## config.mk

```make
export PLATFORM = sky130hd
export DESIGN_NAME = alarm_warning_manager
export DESIGN_NICKNAME = d
export VERILOG_FILES = /design/src/alarm_warning_pkg.sv /design/src/alarm_warning_manager.sv
export SDC_FILE = /design/constraint.sdc
export NUM_CORES = 1
export LEC_CHECK = 0
export BUFFER_PORTS_ARGS = -buffer_cell sky130_fd_sc_hd__clkbuf_2
export CORE_MARGIN = 10
export CORE_UTILIZATION = 25
export CTS_CLUSTER_DIAMETER = 200
export DETAILED_ROUTE_END_ITERATION = 10
export GPL_TIMING_DRIVEN = 0
export PLACE_DENSITY = 0.38
export SLEW_MARGIN = 20
export SYNTH_ARGS = -nofsm -noshare
export SYNTH_HDL_FRONTEND = slang
export SYNTH_SLANG_ARGS = --single-unit
```

## constraint.sdc

```tcl
create_clock -name clk_sys_i -period 8.1 [get_ports clk_sys_i]
set_input_delay 0.405 -clock clk_sys_i [delete_from_list [all_inputs] [get_ports clk_sys_i]]
set_output_delay 0.405 -clock clk_sys_i [all_outputs]
set_load 0.02 [all_outputs]
```

## src/alarm_warning_pkg.sv

```systemverilog
// Constants and carrier types of the alarm and warning manager
package alarm_warning_pkg;
    localparam int unsigned CLK_HZ = 125_000_000;
    localparam int unsigned BLINK_HALF_MS = 200;
    localparam int unsigned BLINK_HALF_CYC = CLK_HZ / 1000 * BLINK_HALF_MS;
    localparam int unsigned GROUP_GAP_HALVES = 6;
    localparam int unsigned FLASH_MS = 200;
    localparam int unsigned FLICKER_MS = 50;
    localparam int unsigned FLICKER_CYC = CLK_HZ / 1000 * FLICKER_MS;
    localparam int unsigned HIST_DEPTH = 10;
    localparam int unsigned COMM_ERR_LIMIT = 3;
    localparam logic [7:0] CODE_NONE = 8'h00;
    localparam logic [7:0] CODE_SWITCH = 8'h83;
    localparam logic [7:0] CODE_COMM = 8'h84;
    localparam logic [7:0] CODE_NVDATA = 8'h41;
    localparam logic [7:0] CODE_CPU = 8'hF0;
    localparam logic [7:0] WCODE_COMM = 8'h84;
    localparam logic [7:0] WCODE_TIMEOUT = 8'h85;
    localparam logic [3:0] RATE_OK = 4'h7;
    localparam logic [3:0] BLINKS_SWITCH = 4'h7;
    localparam logic [3:0] BLINKS_COMM = 4'h7;
    localparam logic [3:0] BLINKS_NVDATA = 4'h9;
    localparam logic [2:0] PAT_OFF = 3'h0;
    localparam logic [2:0] PAT_BLINK = 3'h1;
    localparam logic [2:0] PAT_SINGLE = 3'h2;
    localparam logic [2:0] PAT_DOUBLE = 3'h3;
    localparam logic [2:0] PAT_ON = 3'h4;
    typedef enum logic [3:0] {
        BUS_INIT = 4'b0001,
        BUS_PREOP = 4'b0010,
        BUS_SAFEOP = 4'b0100,
        BUS_OP = 4'b1000
    } bus_state_type;
    typedef enum logic [2:0] {
        LAMP_IDLE = 3'b001,
        LAMP_ON = 3'b010,
        LAMP_GAP = 3'b100
    } lamp_state_type;
    typedef struct packed {
        logic cpu_fault;
        logic nv_corrupt;
        logic comm_error;
        logic comm_timeout;
        logic frame_done;
    } fault_in_type;
endpackage
```

## src/alarm_warning_manager.sv

```systemverilog
// Alarm, warning, history and lamp logic of the network converter
`timescale 1ns/10ps
// Operation
// - Any alarm sets flag; all but processor fault start blinking
// - Blink count per alarm, 200 ms halves
// - Ten newest alarm codes, readable, clearable
// - Reset command or power cycle clears alarm
// - Processor fault lamp steady, power only
// - Rate switch not 7 raises 83h
// - Three consecutive serial errors raise 84h
// - Corrupted stored data raises 41h
// - Any alarm but 41h halts RS-485 polling
// - Fieldbus error or master stop halts motors
// - State and error lamp patterns
// - Link lamp off, lit, flickering
// - Warning flag, self clears when cause gone
// - Ten newest warning codes, readable, clearable
// - Single serial error raises warning 84h
// - Incomplete response frame raises warning 85h
module alarm_warning_manager
    import alarm_warning_pkg::*;
#(
    parameter int unsigned HALF_CYC = BLINK_HALF_CYC,
    parameter int unsigned FLICK_CYC = FLICKER_CYC
) (
    input wire logic clk_sys_i,
    input wire logic rst_i,
    input wire fault_in_type fault_i,
    input wire logic [3:0] rate_select_switch_i,
    input wire logic alarm_reset_cmd_i,
    input wire logic alarm_hist_clear_i,
    input wire logic warn_hist_clear_i,
    input wire logic [3:0] hist_index_i,
    input wire bus_state_type bus_state_i,
    input wire logic [2:0] bus_error_pat_i,
    input wire logic master_stopped_i,
    input wire logic link_up_i,
    input wire logic link_traffic_i,
    output logic alarm_flag_o,
    output logic warning_flag_o,
    output logic [7:0] alarm_code_o,
    output logic [7:0] warning_code_o,
    output logic [7:0] alarm_hist_o,
    output logic [7:0] warning_hist_o,
    output logic alarm_lamp_o,
    output logic state_lamp_o,
    output logic error_lamp_o,
    output logic link_lamp_o,
    output logic poll_halt_o,
    output logic motor_stop_o
);
    // ==========================================================
    // Alarm capture
    logic [7:0] alarm_code, next_alarm_code;
    logic [3:0] blinks, next_blinks;
    logic [1:0] err_run, next_err_run;
    logic [7:0] wcode, next_wcode;
    logic [7:0] ahist [HIST_DEPTH];
    logic [7:0] whist [HIST_DEPTH];
    logic apush, wpush;
    always_comb begin
        next_alarm_code = alarm_code;
        next_blinks = blinks;
        next_err_run = err_run;
        apush = 1'b0;
        if (fault_i.comm_error && err_run != 2'(COMM_ERR_LIMIT)) begin
            next_err_run = err_run + 2'h1;
        end else if (!fault_i.comm_error && fault_i.frame_done) begin
            next_err_run = 2'h0;
        end
        if (alarm_reset_cmd_i && alarm_code != CODE_CPU) begin
            next_alarm_code = CODE_NONE;
            next_blinks = 4'h0;
            next_err_run = 2'h0;
        end
        if (fault_i.cpu_fault && alarm_code != CODE_CPU) begin
            next_alarm_code = CODE_CPU;
            next_blinks = 4'h0;
            apush = 1'b1;
        end else if (alarm_code == CODE_NONE) begin
            if (fault_i.nv_corrupt) begin
                next_alarm_code = CODE_NVDATA;
                next_blinks = BLINKS_NVDATA;
                apush = 1'b1;
            end else if (rate_select_switch_i != RATE_OK) begin
                next_alarm_code = CODE_SWITCH;
                next_blinks = BLINKS_SWITCH;
                apush = 1'b1;
            end else if (fault_i.comm_error &&
                         err_run == 2'(COMM_ERR_LIMIT - 1)) begin
                next_alarm_code = CODE_COMM;
                next_blinks = BLINKS_COMM;
                apush = 1'b1;
            end
        end
        next_wcode = fault_i.comm_error ? WCODE_COMM :
                     fault_i.comm_timeout ? WCODE_TIMEOUT : CODE_NONE;
        wpush = (next_wcode != CODE_NONE) && (next_wcode != wcode);
    end
    always_ff @(posedge clk_sys_i or posedge rst_i) begin
        if (rst_i) begin
            alarm_code <= CODE_NONE;
            blinks <= 4'h0;
            err_run <= 2'h0;
            wcode <= CODE_NONE;
        end else begin
            alarm_code <= next_alarm_code;
            blinks <= next_blinks;
            err_run <= next_err_run;
            wcode <= next_wcode;
        end
    end
    // ==========================================================
    // Histories, newest in entry 0
    // Push in the clear cycle survives, so no event is lost
    genvar gi;
    generate
        for (gi = 0; gi < HIST_DEPTH; gi++) begin : g_hist
            localparam int PREV = (gi == 0) ? 0 : gi - 1;
            logic [7:0] next_a, next_w;
            always_comb begin
                next_a = (apush && gi == 0) ? next_alarm_code :
                         alarm_hist_clear_i ? CODE_NONE :
                         apush ? ahist[PREV] : ahist[gi];
                next_w = (wpush && gi == 0) ? next_wcode :
                         warn_hist_clear_i ? CODE_NONE :
                         wpush ? whist[PREV] : whist[gi];
            end
            always_ff @(posedge clk_sys_i or posedge rst_i) begin
                if (rst_i) begin
                    ahist[gi] <= CODE_NONE;
                    whist[gi] <= CODE_NONE;
                end else begin
                    ahist[gi] <= next_a;
                    whist[gi] <= next_w;
                end
            end
        end
    endgenerate
    // ==========================================================
    // Alarm lamp sequencer
    lamp_state_type lamp_st, next_lamp_st;
    logic [31:0] tick, next_tick;
    logic [4:0] halves, next_halves, last_half;
    logic half_done;
    assign half_done = (tick == 32'(HALF_CYC - 1));
    assign last_half = (lamp_st == LAMP_ON) ? 5'({blinks, 1'b0} - 5'h01) :
                       5'(GROUP_GAP_HALVES - 1);
    always_comb begin
        next_lamp_st = lamp_st;
        next_tick = half_done ? 32'h0000_0000 : tick + 32'h0000_0001;
        next_halves = halves;
        unique case (lamp_st)
            LAMP_IDLE: begin
                next_tick = 32'h0000_0000;
                next_halves = 5'h00;
                if (alarm_code != CODE_NONE && alarm_code != CODE_CPU) begin
                    next_lamp_st = LAMP_ON;
                end
            end
            LAMP_ON, LAMP_GAP: begin
                if (alarm_code == CODE_NONE || alarm_code == CODE_CPU) begin
                    next_lamp_st = LAMP_IDLE;
                end else if (half_done) begin
                    next_halves = halves + 5'h01;
                    if (halves == last_half) begin
                        next_halves = 5'h00;
                        next_lamp_st = (lamp_st == LAMP_ON) ? LAMP_GAP :
                                       LAMP_ON;
                    end
                end
            end
        endcase
    end
    always_ff @(posedge clk_sys_i or posedge rst_i) begin
        if (rst_i) begin
            lamp_st <= LAMP_IDLE;
            tick <= 32'h0000_0000;
            halves <= 5'h00;
        end else begin
            lamp_st <= next_lamp_st;
            tick <= next_tick;
            halves <= next_halves;
        end
    end
    // ==========================================================
    // Fieldbus lamps: 8-slot frame of 200 ms slots
    logic [2:0] slot, next_slot;
    logic [31:0] ftick, next_ftick, stick, next_stick;
    logic flick, next_flick, slot_done;
    // Own slot timer: the alarm timer rests while no alarm is up
    assign slot_done = (stick == 32'(HALF_CYC - 1));
    function automatic logic pat_level(input logic [2:0] pat,
                                       input logic [2:0] s);
        unique case (pat)
            PAT_OFF: pat_level = 1'b0;
            PAT_BLINK: pat_level = ~s[0];
            PAT_SINGLE: pat_level = (s == 3'h0);
            PAT_DOUBLE: pat_level = (s == 3'h0) || (s == 3'h2);
            PAT_ON: pat_level = 1'b1;
            default: pat_level = 1'b0;
        endcase
    endfunction
    always_comb begin
        next_stick = slot_done ? 32'h0000_0000 : stick + 32'h0000_0001;
        next_slot = slot_done ? slot + 3'h1 : slot;
        next_ftick = (ftick == 32'(FLICK_CYC - 1)) ? 32'h0000_0000 :
                     ftick + 32'h0000_0001;
        next_flick = (ftick == 32'(FLICK_CYC - 1)) ? ~flick : flick;
    end
    always_ff @(posedge clk_sys_i or posedge rst_i) begin
        if (rst_i) begin
            slot <= 3'h0;
            stick <= 32'h0000_0000;
            ftick <= 32'h0000_0000;
            flick <= 1'b0;
        end else begin
            slot <= next_slot;
            stick <= next_stick;
            ftick <= next_ftick;
            flick <= next_flick;
        end
    end
    // ==========================================================
    // Registered outputs
    logic [2:0] st_pat;
    always_comb begin
        unique case (bus_state_i)
            BUS_INIT: st_pat = PAT_OFF;
            BUS_PREOP: st_pat = PAT_BLINK;
            BUS_SAFEOP: st_pat = PAT_SINGLE;
            BUS_OP: st_pat = PAT_ON;
            default: st_pat = PAT_OFF;
        endcase
    end
    always_ff @(posedge clk_sys_i or posedge rst_i) begin
        if (rst_i) begin
            alarm_flag_o <= 1'b0;
            warning_flag_o <= 1'b0;
            alarm_code_o <= CODE_NONE;
            warning_code_o <= CODE_NONE;
            alarm_hist_o <= CODE_NONE;
            warning_hist_o <= CODE_NONE;
            alarm_lamp_o <= 1'b0;
            state_lamp_o <= 1'b0;
            error_lamp_o <= 1'b0;
            link_lamp_o <= 1'b0;
            poll_halt_o <= 1'b0;
            motor_stop_o <= 1'b0;
        end else begin
            alarm_flag_o <= (alarm_code != CODE_NONE);
            warning_flag_o <= (wcode != CODE_NONE);
            alarm_code_o <= alarm_code;
            warning_code_o <= wcode;
            alarm_hist_o <= (hist_index_i < 4'(HIST_DEPTH)) ?
                            ahist[hist_index_i] : CODE_NONE;
            warning_hist_o <= (hist_index_i < 4'(HIST_DEPTH)) ?
                              whist[hist_index_i] : CODE_NONE;
            alarm_lamp_o <= (alarm_code == CODE_CPU) ||
                            (lamp_st == LAMP_ON && !halves[0]);
            state_lamp_o <= pat_level(st_pat, slot);
            error_lamp_o <= pat_level(bus_error_pat_i, slot);
            link_lamp_o <= link_up_i && (!link_traffic_i || flick);
            poll_halt_o <= (alarm_code != CODE_NONE) &&
                           (alarm_code != CODE_NVDATA);
            motor_stop_o <= (bus_error_pat_i != PAT_OFF) || master_stopped_i;
        end
    end
endmodule // alarm_warning_manager

```

==> flow_metrics.env <==
export IMPL_setup_violations_final=0
export IMPL_grt_start_max_net_pins=77
export IMPL_r2r_start="alarm_code[0]"
export IMPL_p_per_area_nw_per_um2=235
export IMPL_worstPathMaxFanout=10
export IMPL_cp_top_family="simple AND/OR/NAND/NOR gates"
export IMPL_hp_start="link_traffic_i"
export IMPL_ys_seq_area_share_pct=54.2
export IMPL_tns_ps=0
export IMPL_clk_pin_slew_worst_paths_ps=50
export IMPL_status="finished, final reports clean"
export IMPL_final_nets=1286
export IMPL_syn2layout_area_growth_pct=19.2
export IMPL_grt_usage_pct=10.6
export IMPL_overflow=0
export IMPL_h_tree_depth=2
export IMPL_n_fill_cell=4756
export IMPL_io_buffers=54
export IMPL_synthArstFlopShare_pct=100
export IMPL_dr_pass1_iters=4
export IMPL_drt_iter0_markers=462
export IMPL_hold_ws_ps=53.4
export IMPL_critPathBufInv=2
export IMPL_reg2regPathDepth=8
export IMPL_synthDistinctLibCells=63
export IMPL_rsz0062_at_grt="false"
export IMPL_synth_top_cell_area_share_pct=54.0
export IMPL_worstPathRequired_ps=8550
export IMPL_synth_edff_count=0
export IMPL_ff_latch_area_um2=6310
export IMPL_stdcell_count=1869
export IMPL_hold_path_end="link_lamp_o"
export IMPL_whs_path_depth=2
export IMPL_ys_ff_latch=252
export IMPL_cts_tree="done"
export IMPL_grt_antenna_before_repair=0
export IMPL_cts_sinks=252
export IMPL_synthFlopType="dfrtp_1"
export IMPL_ant_nets=0
export IMPL_cp_end_kind="register"
export IMPL_post_dp_hpwl_mm=19.4
export IMPL_synthMostInstantiatedCell="dfrtp_1"
export IMPL_cts_root_buf="clkbuf_16"
export IMPL_yosysWarnings=0
export IMPL_drc=0
export IMPL_cp_common_cell="nand2_1"
export IMPL_gp_congestion=0.718
export IMPL_dpl_cell_count=1811
export IMPL_die_h_um=236
export IMPL_grt_pass1_vias=8461
export IMPL_ir_drop_uv=143
export IMPL_drive_gt1_share_pct=14.3
export IMPL_clockBufferDepth=3
export IMPL_die_area_um2=55600
export IMPL_vias=8350
export IMPL_r2r_end="ahist[14]"
export IMPL_start_util_pct=25.5
export IMPL_drt_wirelength_per_cell_um=15.6
export IMPL_cp_slowest_cell="nor4_2"
export IMPL_place_area_um2=12800
export IMPL_skew_ps=23.0
export IMPL_maxCapViolations=0
export IMPL_critPathArrivalTime_ps=3060
export IMPL_power_leakage_nw=6.11
export IMPL_startpoint_type="register"
export IMPL_drv_slew=0
export IMPL_finalHoldViolations=0
export IMPL_fin_crit_ps=2600
export IMPL_ioPinCount=68
export IMPL_worst_slew_pin_slew_ps=863
export IMPL_synth_cells=1145
export IMPL_crit_type="reg2reg"
export IMPL_n_antenna_cell=0
export IMPL_numCtsBuffers=34
export IMPL_fin_crit_sh_pct=32.2
export IMPL_synth_top_cells_by_count="dfrtp_1, nand2_1, nor2_1"
export IMPL_grt_first_pass_wirelength_mm=48.4
export IMPL_syn_area_um2=11600
export IMPL_post_cts_buffers=0
export IMPL_clock_latency_ps=530
export IMPL_multi_input_area_um2=4990
export IMPL_avgViaCountPerCell=4.47
export IMPL_r2r_setup_slack_ps=5500
export IMPL_coreArea_um2=45700
export IMPL_slew_headroom_pct=42.3
export IMPL_critical_path_cell_chain="nor4_2, nand2_1, and2_1, nor2_1, buf_4, clkbuf_1, nand2_1, a21oi_1"
export IMPL_avgSynthCellArea_um2=10.2
export IMPL_final_area_um2=13900
export IMPL_routed_wl_mm=29.1
export IMPL_fmaxAchievable_ghz=0.384
export IMPL_synth_area_top_cells="dfrtp_1, nand2_1, a21oi_1, xor2_1, mux4_2"
export IMPL_fp_dieW_um=236
export IMPL_cp_slowest_stage_delay_ps=450
export IMPL_hp_class="in2reg"
export IMPL_rows=78
export IMPL_synth_top_area_cell="dfrtp_1"
## report_power, final
part	internal (mW)	switching, mW	total (mW)	leakage (nW)
logic	0.131	0.277	0.407	2.21
registers	1.33	0.0573	1.39	3.38
clock network	0.903	0.562	1.47	0.521
## repair_timing
| item | 4_1_cts | 5_1_grt |
|---|---|---|
| hold buffers | 2 | 0 |
| endpoints found under the hold margin | 40 | 0 |
| gates resized for setup | 0 | 0 |
## cell usage in the layout, fill, tap and decap left out, types with 11 or more instances in the layout
| master | instances |
|---|---|
| xor2_1 | 52 |
| xnor2_1 | 44 |
| buf_2 | 14 |
| and3_1 | 16 |
| nor3_1 | 15 |
| dfrtp_1 | 251 |
| nand2_1 | 223 |
| a21oi_1 | 105 |
| clkbuf_1 | 40 |
| inv_1 | 21 |
| and4_1 | 11 |
| nor2_1 | 114 |
| mux4_2 | 20 |
| clkbuf_2 | 54 |
| nand4_1 | 25 |
| nor4_1 | 11 |
| clkbuf_16 | 35 |
| nand3_1 | 33 |
| buf_4 | 13 |
| mux2i_1 | 18 |
| nor2b_1 | 12 |
## cells by family (layout without fill, tap and decap cells)
family	after synthesis	in the layout	share of synthesized area (%)
other	1	10	0.0322
flip-flops	252	252	54.2
adder cells (fa/ha/maj)	9	9	0.968
multiplexers	49	49	6.49
XOR/XNOR	96	96	7.23
AND/OR/NAND/NOR	509	509	20.8
AO/OA/AOI/OAI	148	148	7.12
buffers and inverters	81	196	3.18
## stage by stage
step	power, mW	utilization, %	setup WS [ps]
6_report	3.26	30.3	5500
5_1_grt	3.44	30.3	5190
4_1_cts	3.34	30.3	5420
3_5_place_dp	1.82	28.0	5450
3_3_place_gp	1.82	27.8	-3100
2_1_floorplan	1.68	-	768
## how the worst max path moves through the flow
stage | from | end | slack [ps] | cells after the start
global route | alarm_code[0] | ahist[13] | 5190 | 8
finish | alarm_code[0] | ahist[14] | 5500 | 8
CTS | alarm_code[0] | ahist[24] | 5420 | 8
detailed placement | alarm_code[0] | ahist[21] | 5450 | 8
floorplan | rst_i | ahist[0] | 770 | 1
global placement | rst_i | alarm_code_o[3] | -3100 | 2
## layer usage
layer  GRT usage [%]  part of all wire, %  vias to the layer above  routed length [um]
li1                -                    -                     4119                   -
met1            14.7                   49                     4062               14300
met4            3.80                  2.2                        0                 635
met3            2.46                  4.7                       41                1380
met5               0                    0                        -                   0
met2            15.6                   44                      128               12800
## sequential cells by signal, indices dropped and copies added (netlist names), 2 cells and up
register        cells
blinks              4
wcode               2
alarm_code_o        8
warning_hist_o      2
ahist              80
warning_code_o      2
halves              5
stick              32
slot                3
tick               32
lamp_st             3
alarm_code          8
err_run             2
whist              20
alarm_hist_o        8
ftick              32
## final cells by class
| cell class | instances | area share (%) |
|---|---|---|
| plain buffers | 57 | 2.02 |
| clock buffers | 48 | 6.82 |
| clock inverters | 8 | 0.858 |
| inverters | 24 | 0.704 |
| multi-input cells | 821 | 36.0 |
| flip-flops and latches | 252 | 45.5 |
| well taps | 600 | 5.42 |
| repair buffers | 59 | 2.69 |
(Power assumes the default switching activity.)
